===== config.mk =====
export PLATFORM = sky130hd
export DESIGN_NAME = tmc_timer
export DESIGN_NICKNAME = d
export VERILOG_FILES = /design/src/rtl/tmc_pkg.sv /design/src/rtl/tmc_timer.sv
export VERILOG_INCLUDE_DIRS = /design/src /design/src/rtl
export SDC_FILE = /design/constraint.sdc
export NUM_CORES = 1
export LEC_CHECK = 0
export BUFFER_PORTS_ARGS = -buffer_cell sky130_fd_sc_hd__buf_2
export CAP_MARGIN = 15
export CORE_AREA = 2 2 98 195
export CTS_CLUSTER_SIZE = 24
export DETAILED_ROUTE_END_ITERATION = 8
export DIE_AREA = 0 0 100 197
export GPL_TIMING_DRIVEN = 0
export HOLD_SLACK_MARGIN = 0.12
export PLACE_DENSITY = 0.67
export SYNTH_ARGS = -nofsm -noshare
export SYNTH_HDL_FRONTEND = slang
export SYNTH_SLANG_ARGS = --single-unit

===== constraint.sdc =====
create_clock -name I_MCLK -period 6.4 [get_ports I_MCLK]
set_input_delay 1.6 -clock I_MCLK [delete_from_list [all_inputs] [get_ports I_MCLK]]
set_output_delay 1.6 -clock I_MCLK [all_outputs]
set_load 0.02 [all_outputs]

===== src/rtl/tmc_consts.svh =====
// register map, field positions, reset values and rule summary of the timer block
//
// Contract
// - the 16-bit counter counts up from zero to all ones and wraps
// - overflow sets a sticky overflow flag until software clears it
// - overflow request output is raised only while its enable bit is set
// - special event compare match of the second unit resets the counter
// - special event also starts a conversion when the converter is enabled
// - special event reset is not promised in asynchronous counter mode
// - software counter write in the trigger cycle wins over the reset
// - special event reset never sets the overflow flag
// - each unit holds one 16-bit data register for capture, compare or duty
// - mode register bits 7 and 6 read as zero
// - mode bits 5-4 are the low duty bits; codes 11xx select pwm
// - mode code 0000 disables the unit and clears its pin and capture count; the data register keeps its value
// - mode code 0010 toggles the pin and sets the flag on match; the code sets the flag for the second unit only
// - codes 0100 to 0111 capture on fall, rise, 4th rise, 16th rise
// - codes 1000 and 1001 preset the pin then force it on match
// - code 1010 only sets the flag; pin follows the port latch; the code sets no flag for the first unit
// - code 1011 sets flag, emits special event and requests conversion; the code does this for the second unit only
// - mode register and both data halves are software readable and writable
// - clock select clear counts each instruction cycle, set counts external rises
// - prescale codes 00 to 11 divide by 1, 2, 4, 8
// - wide mode latches high byte on low read and loads it on low write
// - high byte writes keep the prescaler, low byte writes clear it
`ifndef TMC_CONSTS_SVH
`define TMC_CONSTS_SVH

// register offsets on the plain register port
`define TMC_ADDR_FLAGS     4'h0
`define TMC_ADDR_ENABLES   4'h1
`define TMC_ADDR_PRIORITY  4'h2
`define TMC_ADDR_CNT_LO    4'h3
`define TMC_ADDR_CNT_HI    4'h4
`define TMC_ADDR_COMP_CTL  4'h5
`define TMC_ADDR_CNT_CTL   4'h6
`define TMC_ADDR_U1_MODE   4'h7
`define TMC_ADDR_U1_LO     4'h8
`define TMC_ADDR_U1_HI     4'h9
`define TMC_ADDR_U2_MODE   4'ha
`define TMC_ADDR_U2_LO     4'hb
`define TMC_ADDR_U2_HI     4'hc

// field positions
`define TMC_FLAG_OVF_BIT   1
`define TMC_FLAG_U2_BIT    0
`define TMC_OSC_EN_BIT     3
`define TMC_CTL_WIDE_BIT   7
`define TMC_CTL_PS_HI      5
`define TMC_CTL_PS_LO      4
`define TMC_CTL_SYNCB_BIT  2
`define TMC_CTL_CS_BIT     1
`define TMC_CTL_ON_BIT     0
`define TMC_MODE_MASK      8'h3f

// reset values
`define TMC_RST_BYTE       8'h00
`define TMC_RST_WORD       16'h0000
`define TMC_CNT_MAX        16'hffff

// instruction cycle is four system clocks
`define TMC_INSTR_DIV      2'h3

`endif


===== src/rtl/tmc_pkg.sv =====
// types shared by the timer and match unit block
package tmc_pkg;

  typedef enum logic [3:0] {
    TMC_M_OFF      = 4'h0,
    TMC_M_RSV1     = 4'h1,
    TMC_M_TOGGLE   = 4'h2,
    TMC_M_RSV3     = 4'h3,
    TMC_M_CAP_FALL = 4'h4,
    TMC_M_CAP_RISE = 4'h5,
    TMC_M_CAP_4    = 4'h6,
    TMC_M_CAP_16   = 4'h7,
    TMC_M_SET_HI   = 4'h8,
    TMC_M_SET_LO   = 4'h9,
    TMC_M_SOFT     = 4'ha,
    TMC_M_SPECIAL  = 4'hb
  } tmc_mode_e;

  // register bus request
  typedef struct packed {
    logic [3:0] addr;
    logic [7:0] wdata;
    logic       wr;
    logic       rd;
  } tmc_bus_s;

  // one capture/compare/pwm unit
  typedef struct packed {
    logic [7:0]  mode;
    logic [15:0] data;
    logic        pin;
    logic        pin_prev;
    logic [3:0]  cap_cnt;
    logic        pin_in_prev;
    logic [3:0]  mode_prev;
  } tmc_unit_s;

  // all block state
  typedef struct packed {
    logic [7:0]  flags;
    logic [7:0]  enables;
    logic [7:0]  priority_r;
    logic [7:0]  comp_ctl;
    logic [7:0]  cnt_ctl;
    logic [15:0] cnt;
    logic [7:0]  hi_buf;
    logic [2:0]  ps_cnt;
    logic [1:0]  div_cnt;
    logic [1:0]  ext_sync;
    logic        ext_prev;
    logic [1:0]  cap1_sync;
    logic [1:0]  cap2_sync;
    tmc_unit_s   u1;
    tmc_unit_s   u2;
    logic [7:0]  rdata;
    logic        conv_start;
  } tmc_state_s;

endpackage


===== src/rtl/tmc_timer.sv =====
// 16-bit counter with the mode control of two capture/compare/pwm units
`timescale 1ns/1ps
`include "tmc_consts.svh"

module tmc_timer (
  input  wire logic             I_MCLK,
  input  wire logic             I_RSTN,
  input  wire tmc_pkg::tmc_bus_s I_BUS,
  output logic [7:0]            O_RDATA,
  input  wire logic             I_EXT_CLK,
  input  wire logic             I_CAP1_PIN,
  input  wire logic             I_CAP2_PIN,
  input  wire logic             I_PORT1_LATCH,
  input  wire logic             I_PORT2_LATCH,
  input  wire logic             I_CONV_ENABLE,
  output logic                  O_UNIT1_PIN,
  output logic                  O_UNIT2_PIN,
  output logic [9:0]            O_DUTY1,
  output logic [9:0]            O_DUTY2,
  output logic                  O_OVF_IRQ,
  output logic                  O_UNIT2_IRQ,
  output logic                  O_CONV_START
);
  import tmc_pkg::*;

  tmc_state_s r;
  tmc_state_s next_r;

  // ****************************************************************
  // helpers
  // ****************************************************************

  // prescale terminal count for the select code
  function automatic logic [2:0] ps_limit(input logic [1:0] sel);
    case (sel)
      2'h0:    ps_limit = 3'h0;
      2'h1:    ps_limit = 3'h1;
      2'h2:    ps_limit = 3'h3;
      default: ps_limit = 3'h7;
    endcase
  endfunction

  // true for the compare codes that act on a match
  function automatic logic is_compare(input logic [3:0] m);
    is_compare = (m == TMC_M_TOGGLE) || (m[3:2] == 2'h2);
  endfunction

  // capture event for the unit's mode and the synchronised pin
  function automatic logic cap_edge(input logic [3:0] m, input logic now_lv,
                                    input logic was);
    case (m)
      TMC_M_CAP_FALL: cap_edge = was && !now_lv;
      TMC_M_CAP_RISE,
      TMC_M_CAP_4,
      TMC_M_CAP_16:   cap_edge = !was && now_lv;
      default:        cap_edge = 1'b0;
    endcase
  endfunction

  // capture edge count needed for the mode, minus one
  function automatic logic [3:0] cap_need(input logic [3:0] m);
    case (m)
      TMC_M_CAP_4:  cap_need = 4'h3;
      TMC_M_CAP_16: cap_need = 4'hf;
      default:      cap_need = 4'h0;
    endcase
  endfunction

  // one unit's mode, capture and compare step
  function automatic tmc_unit_s unit_step(input tmc_unit_s u, input logic pin_lv,
                                          input logic [15:0] cnt, input logic tick,
                                          output logic match, output logic capt);
    tmc_unit_s n;
    logic [3:0] m;
    n = u;
    m = u.mode[3:0];
    match = 1'b0;
    capt = 1'b0;
    n.pin_in_prev = pin_lv;
    n.mode_prev = m;
    if (m == TMC_M_OFF || m == TMC_M_RSV1 || m == TMC_M_RSV3) begin
      n.cap_cnt = 4'h0;
      n.pin = 1'b0;
    end else if (m[3:2] == 2'h1) begin
      if (m != u.mode_prev) begin
        n.cap_cnt = 4'h0;
      end else if (cap_edge(m, pin_lv, u.pin_in_prev)) begin
        if (u.cap_cnt == cap_need(m)) begin
          n.cap_cnt = 4'h0;
          n.data = cnt;
          capt = 1'b1;
        end else begin
          n.cap_cnt = u.cap_cnt + 4'h1;
        end
      end
    end else if (is_compare(m)) begin
      if (m != u.mode_prev && m == TMC_M_SET_HI) begin
        n.pin = 1'b0;
      end else if (m != u.mode_prev && m == TMC_M_SET_LO) begin
        n.pin = 1'b1;
      end
      if (tick && cnt == u.data) begin
        match = 1'b1;
        case (m)
          TMC_M_TOGGLE: n.pin = !u.pin;
          TMC_M_SET_HI: n.pin = 1'b1;
          TMC_M_SET_LO: n.pin = 1'b0;
          default:      n.pin = u.pin;
        endcase
      end
    end
    unit_step = n;
  endfunction

  // ****************************************************************
  // next state
  // ****************************************************************

  logic        tick;
  logic        ext_rise;
  logic        instr_en;
  logic        m1;
  logic        m2;
  logic        c1;
  logic        c2;
  logic        special;
  logic        cnt_write;
  logic [3:0]  mode2;

  // count, prescale, register access and unit modes
  always_comb begin
    next_r = r;
    next_r.ext_sync = {r.ext_sync[0], I_EXT_CLK};
    next_r.cap1_sync = {r.cap1_sync[0], I_CAP1_PIN};
    next_r.cap2_sync = {r.cap2_sync[0], I_CAP2_PIN};
    next_r.ext_prev = r.ext_sync[1];
    next_r.div_cnt = r.div_cnt + 2'h1;
    next_r.conv_start = 1'b0;
    instr_en = (r.div_cnt == `TMC_INSTR_DIV);
    ext_rise = r.ext_sync[1] && !r.ext_prev;
    tick = 1'b0;
    // counter clock source and prescaler
    if (r.cnt_ctl[`TMC_CTL_ON_BIT]) begin
      if (r.cnt_ctl[`TMC_CTL_CS_BIT] ? ext_rise : instr_en) begin
        if (r.ps_cnt == ps_limit(r.cnt_ctl[`TMC_CTL_PS_HI:`TMC_CTL_PS_LO])) begin
          next_r.ps_cnt = 3'h0;
          tick = 1'b1;
        end else begin
          next_r.ps_cnt = r.ps_cnt + 3'h1;
        end
      end
    end
    // units compare against the count about to advance
    next_r.u1 = unit_step(r.u1, r.cap1_sync[1], r.cnt, tick, m1, c1);
    next_r.u2 = unit_step(r.u2, r.cap2_sync[1], r.cnt, tick, m2, c2);
    mode2 = r.u2.mode[3:0];
    special = m2 && (mode2 == TMC_M_SPECIAL);
    if (m2 || c2) begin
      next_r.flags[`TMC_FLAG_U2_BIT] = 1'b1;
    end
    if (tick) begin
      next_r.cnt = r.cnt + 16'h0001;
      if (r.cnt == `TMC_CNT_MAX) begin
        next_r.flags[`TMC_FLAG_OVF_BIT] = 1'b1;
      end
    end
    // special event resets the count without touching the overflow flag
    if (special) begin
      next_r.cnt = `TMC_RST_WORD;
      next_r.conv_start = I_CONV_ENABLE;
    end
    // software access
    cnt_write = 1'b0;
    if (I_BUS.rd) begin
      case (I_BUS.addr)
        `TMC_ADDR_FLAGS:    next_r.rdata = r.flags;
        `TMC_ADDR_ENABLES:  next_r.rdata = r.enables;
        `TMC_ADDR_PRIORITY: next_r.rdata = r.priority_r;
        `TMC_ADDR_CNT_LO: begin
          next_r.rdata = r.cnt[7:0];
          if (r.cnt_ctl[`TMC_CTL_WIDE_BIT]) begin
            next_r.hi_buf = r.cnt[15:8];
          end
        end
        `TMC_ADDR_CNT_HI: begin
          next_r.rdata = r.cnt_ctl[`TMC_CTL_WIDE_BIT] ? r.hi_buf : r.cnt[15:8];
        end
        `TMC_ADDR_COMP_CTL: next_r.rdata = r.comp_ctl;
        `TMC_ADDR_CNT_CTL:  next_r.rdata = r.cnt_ctl;
        `TMC_ADDR_U1_MODE:  next_r.rdata = r.u1.mode & `TMC_MODE_MASK;
        `TMC_ADDR_U1_LO:    next_r.rdata = r.u1.data[7:0];
        `TMC_ADDR_U1_HI:    next_r.rdata = r.u1.data[15:8];
        `TMC_ADDR_U2_MODE:  next_r.rdata = r.u2.mode & `TMC_MODE_MASK;
        `TMC_ADDR_U2_LO:    next_r.rdata = r.u2.data[7:0];
        `TMC_ADDR_U2_HI:    next_r.rdata = r.u2.data[15:8];
        default:            next_r.rdata = `TMC_RST_BYTE;
      endcase
    end else begin
      next_r.rdata = `TMC_RST_BYTE;
    end
    if (I_BUS.wr) begin
      case (I_BUS.addr)
        // clearing flags: a same-cycle hardware set wins
        `TMC_ADDR_FLAGS:    next_r.flags = I_BUS.wdata | (next_r.flags & ~r.flags);
        `TMC_ADDR_ENABLES:  next_r.enables = I_BUS.wdata;
        `TMC_ADDR_PRIORITY: next_r.priority_r = I_BUS.wdata;
        `TMC_ADDR_CNT_LO: begin
          cnt_write = 1'b1;
          next_r.cnt[7:0] = I_BUS.wdata;
          if (r.cnt_ctl[`TMC_CTL_WIDE_BIT]) begin
            next_r.cnt[15:8] = r.hi_buf;
          end else begin
            next_r.cnt[15:8] = tick ? r.cnt[15:8] + {7'h00, r.cnt[7:0] == 8'hff}
                                    : r.cnt[15:8];
            if (special) begin
              next_r.cnt[15:8] = r.cnt[15:8];
            end
          end
          next_r.ps_cnt = 3'h0;
        end
        `TMC_ADDR_CNT_HI: begin
          if (r.cnt_ctl[`TMC_CTL_WIDE_BIT]) begin
            next_r.hi_buf = I_BUS.wdata;
          end else begin
            cnt_write = 1'b1;
            next_r.cnt[15:8] = I_BUS.wdata;
            next_r.cnt[7:0] = special ? r.cnt[7:0] : next_r.cnt[7:0];
          end
        end
        `TMC_ADDR_COMP_CTL: next_r.comp_ctl = I_BUS.wdata;
        `TMC_ADDR_CNT_CTL:  next_r.cnt_ctl = I_BUS.wdata;
        `TMC_ADDR_U1_MODE:  next_r.u1.mode = I_BUS.wdata & `TMC_MODE_MASK;
        `TMC_ADDR_U1_LO:    next_r.u1.data[7:0] = I_BUS.wdata;
        `TMC_ADDR_U1_HI:    next_r.u1.data[15:8] = I_BUS.wdata;
        `TMC_ADDR_U2_MODE:  next_r.u2.mode = I_BUS.wdata & `TMC_MODE_MASK;
        `TMC_ADDR_U2_LO:    next_r.u2.data[7:0] = I_BUS.wdata;
        `TMC_ADDR_U2_HI:    next_r.u2.data[15:8] = I_BUS.wdata;
        default: ;
      endcase
    end
  end

  // ****************************************************************
  // state register
  // ****************************************************************

  // whole block state
  always_ff @(posedge I_MCLK or negedge I_RSTN) begin
    if (!I_RSTN) begin
      r <= '0;
    end else begin
      r <= next_r;
    end
  end

  // ****************************************************************
  // outputs
  // ****************************************************************

  // pins, duty values and requests
  assign O_RDATA = r.rdata;
  assign O_UNIT1_PIN = (r.u1.mode[3:0] == TMC_M_SOFT) ? I_PORT1_LATCH : r.u1.pin;
  assign O_UNIT2_PIN = (r.u2.mode[3:0] == TMC_M_SOFT) ? I_PORT2_LATCH : r.u2.pin;
  assign O_DUTY1 = (r.u1.mode[3:2] == 2'h3) ? {r.u1.data[7:0], r.u1.mode[5:4]} : 10'h000;
  assign O_DUTY2 = (r.u2.mode[3:2] == 2'h3) ? {r.u2.data[7:0], r.u2.mode[5:4]} : 10'h000;
  assign O_OVF_IRQ = r.flags[`TMC_FLAG_OVF_BIT] & r.enables[`TMC_FLAG_OVF_BIT];
  assign O_UNIT2_IRQ = r.flags[`TMC_FLAG_U2_BIT] & r.enables[`TMC_FLAG_U2_BIT];
  assign O_CONV_START = r.conv_start;

endmodule


### Yosys cells after proc, flatten, opt, wreduce, memory -nomap -nowiden

Index checks and enable logic that the tools add are counted.

* word-level logic and storage cells: 258
* memory bits (writable): 0
* bits in latches: 0
* output and inout port bits: 33
* memory bits (read-only): 0
* register bits: 149
* bits of input ports: 22
* memories: 0

* mux-type cells: 108
* div/mod/pow operators: 0
* bitwise operators: 5
* $add $sub $neg: 6
* equal/unequal tests: 58
* shift-type cells: 0
* $mul: 0
* magnitude comparators: 0
* reduce and logical (&&, ||, !) cells: 52

Operators with widths (number)
* $mux W16: 15
* $mux W8: 19
* $pmux W8 S13: 1
* $mux W4: 18
* $mux W61: 1
* $eq A4 B3 Y1 const B: 12
* $eq A4 B4 Y1 const B: 12
* $mux W1: 37
* $eq A16 B16 Y1: 2
* $pmux W16 S2: 1
* $eq A4 B2 Y1 const B: 6
* $mux W10: 2
* $reduce_and A2 Y1: 10
* $mux W3: 6
* $add A16 B1 Y16 const B: 1
* $eq A16 B16 Y1 const B: 1
* $pmux W4 S2: 2
* $eq A2 B2 Y1 const B: 6
* $eq A4 B1 Y1 const B: 3
* $logic_and A1 B1 Y1: 12
* $logic_not A4 Y1: 3
* $ne A4 B4 Y1 const B: 3
* $ne A5 B5 Y1 const B: 2
* $pmux W3 S3: 1
* 25 further kinds: 53

### Longest topological paths before layout

* depth in word-level cells: 22
* depth in mapped cells: 11
* mapped depth without buffers: 11

### Worst setup path before layout

No wires, ideal clock.

* kind: input port to output port
* from: in I_PORT1_LATCH
* to: out O_UNIT1_PIN
* data arrival time: 1.905 ns
* buffers on the path: 0
* slack: 2.895 ns
* required time: 4.800 ns
* stages on the path: 1
* cells stage by stage: mux2_2

* word-level cells in the longest chain between the ends: 1

Ends and longest elaborated chain
* from (decl): RTL line tmc_timer.sv:13 `input wire logic I_PORT1_LATCH,`
* $mux W1: RTL line tmc_timer.sv:262 `assign O_UNIT1_PIN = (r.u1.mode[3:0] == TMC_M_SOFT) ? I_PORT1_LATCH : r.u1.pin;`
* to (decl): RTL line tmc_timer.sv:16 `output logic O_UNIT1_PIN,`

Every way passes these cells.

### Final worst setup path

Same ends and word-level chain as after synthesis.

==> results.yml <==
synthesis:
  ys_types: 77
  yosysSeqAreaShare_pct: 41.7
  synthCells: 938
  syn_avg_cell_area_sq_um: 9.53
  synth_edf_count: 0
  syn_area_sq_um: 8940
  netlist_top_cells_area: "dfrtp_1, mux2_2, mux2i_1, xor2_1, nand2_1"
  synth_top_area_cell: "dfrtp_1"
  yosys_warnings: 0
  yosysMostFrequentCell: "dfrtp_1"
  yosys-top-cells-count: "dfrtp_1, nand2_1, nor2_1"
  synth.top_cell.area_share_pct: 41.7
  ys_ff_latch: 149
  synthFlopType: "dfrtp_1"
  async_flop_share_pct: 100
  synth.net_count: 967
route:
  drtIter0Drc: 616
  drt-total-wl_um: 32700
  routed.top_layer: "met4"
  wl_met1_um: 11300
  drc: 0
  routedWlPerCell_um: 26.3
  viasPerCell: 6.50
  vias: 8058
  routed-wl-met3_um: 1890
  dr.pass1.iters: 5
  route.met2.wl_um: 16100
  antenna_left: 0
placed_design:
  pre_cts_ws_ns: 2.44
  place.gp.congestion: 1.08
  io_buffers: 54
  dp_hpwl_um: 24000
  dpl-instance-area_sq_um: 9510
  dpl.cell_count: 1209
finish:
  nets: 1041
  fill_cells: 1724
  fin_util_pct: 55.6
  syn_to_final_growth_pct: 13.3
  n_antenna_cell: 0
  fin_area_sq_um: 10100
  drive_above_1_share_pct: 18.8
  instances_no_fill: 1240
sta:
  finalCritPeriodShare_pct: 57.7
  slew_violations: 0
  worst_slack_ns: 2.71
  fin_crit_ns: 3.69
  whs_ns: 0.349
  setup-violations-final: 0
  finalHoldViolations: 0
  skew_ns: 0.00960
  tns_ns: 0
  relSlewSlack_pct: 34.4
  rsz0062_at_grt: "no"
  worst_slew_pin_slew_ns: 0.984
  max_freq_mhz: 271
setup_path:
  worstSetupPathType: "input port to primary output"
  r2r_cells: 6
  crit_path_max_fanout: 1
  end_kind: "primary output"
  worstPathArrival_ns: 2.09
  critical_path_required_ns: 4.80
  critical_path.startpoint_type: "input port"
floorplanning:
  std_cell_rows: 70
  floorplan.initialDensity_pct: 49.1
  die_h_um: 197
  die_area_sq_um: 19700
  die_w_um: 100
  pin_count: 55
  core_area_sq_um: 18200
worst_hold_path:
  worstHoldPathCells: 0
  hp-class: "flop to flop"
global_route:
  grt_pass1_vias: 7876
  grtUsageTotal_pct: 33.9
  overflow: 0
  grt_max_degree: 78
  antenna_found_initial: 0
  grt_first_pass_wirelength_um: 48200
clock_tree:
  post_cts_buffers: 0
  clock-sinks: 149
  ctsLongestPathBuffers: 2
  postCtsHoldBufs: 0
  worst_skew_pair.late_latency_ns: 0.44
  cts_tree: "built"
  cts_buffers: 17
  clkSlewWorstSetupHoldPaths_ns: 0.06
  htreeDepth: 4
  ctsRootBufferMaster: "clkbuf_16"
  cts_resized: 0
power_and_ir_drop:
  power.total_mw: 3.74
  ir_drop_uv: 194
  power_density_nw_per_um2: 369
  p_leak_nw: 4.31
run_status:
  status: "completed"
run:
  drv_cap: 0
-- cells by family after synthesis --
| family | synth area share, % |
|---|---|
| compound gates | 16.0 |
| xor+xnor | 4.61 |
| fa+ha+maj | 0.980 |
| buf+inv | 5.45 |
| flops | 41.7 |
| mux | 13.1 |
| simple gates | 18.1 |
-- path summary, 6_finish.rpt --
path                                from     endpoint  slack [ns]
hold reg to reg               next_r[80]   next_r[13]        0.35
setup / recovery           I_PORT1_LATCH  O_UNIT1_PIN        2.71
min in group asynchronous         I_RSTN        r[16]        1.17
hold / removal                next_r[80]   next_r[13]        0.35
max in group asynchronous         I_RSTN       r[135]        4.41
setup reg to reg                   r[23]       r[112]        3.56
-- registers in the layout, indices dropped and copies added (netlist names) --
| name | count |
|---|---|
| O_CONV_START | 1 |
| O_RDATA | 8 |
| mode2 | 4 |
| next_r | 10 |
| r | 126 |
-- power breakdown --
group	internal (mW)	switching [mW]
clock network	0.648	0.413
logic	0.475	0.693
registers	1.19	0.316
total	2.32	1.42
-- layout by cell type, fill, tap and decap left out, types with 8 or more instances in the layout --
cell / instances
buf_2: 70
clkbuf_16: 17
a21oi_1: 43
nand2_1: 83
mux2i_1: 55
a31oi_1: 15
a32oi_1: 9
o21ai_0: 39
o21ai_1: 14
and3_1: 27
buf_4: 13
mux2_2: 53
nand3_1: 28
xor2_1: 38
nand4_1: 12
o22ai_1: 9
a22oi_1: 12
nor2_1: 69
nand2b_1: 8
xnor2_1: 9
nor4_1: 11
nor2b_1: 15
dfrtp_1: 149
clkbuf_1: 39
nor3_1: 15
inv_1: 21
a221oi_1: 11
-- routing by layer --
layer / track usage [%] / vias up
li1: - / 3554
met1: 36.3 / 3942
met2: 56.6 / 405
met3: 5.39 / 157
met4: 29.8 / 0
met5: 0 / -
-- cell type report --
class	count	area (sq um)	share of cell area, %
sequential	149	3730	36.8
inverter	24	90.1	0.890
timing repair buffer	55	304	3.00
clock inverter	13	184	1.82
clock buffer	18	429	4.24
buffer	78	397	3.92
multi-input combinational	687	4720	46.6
tap	216	270	2.67
-- worst max-delay path, stage by stage --
cell and delay (ns):
buf_2 0.09, mux2_2 0.24, buf_2 0.16
Note: power is estimated with default switching activity, not from simulation.
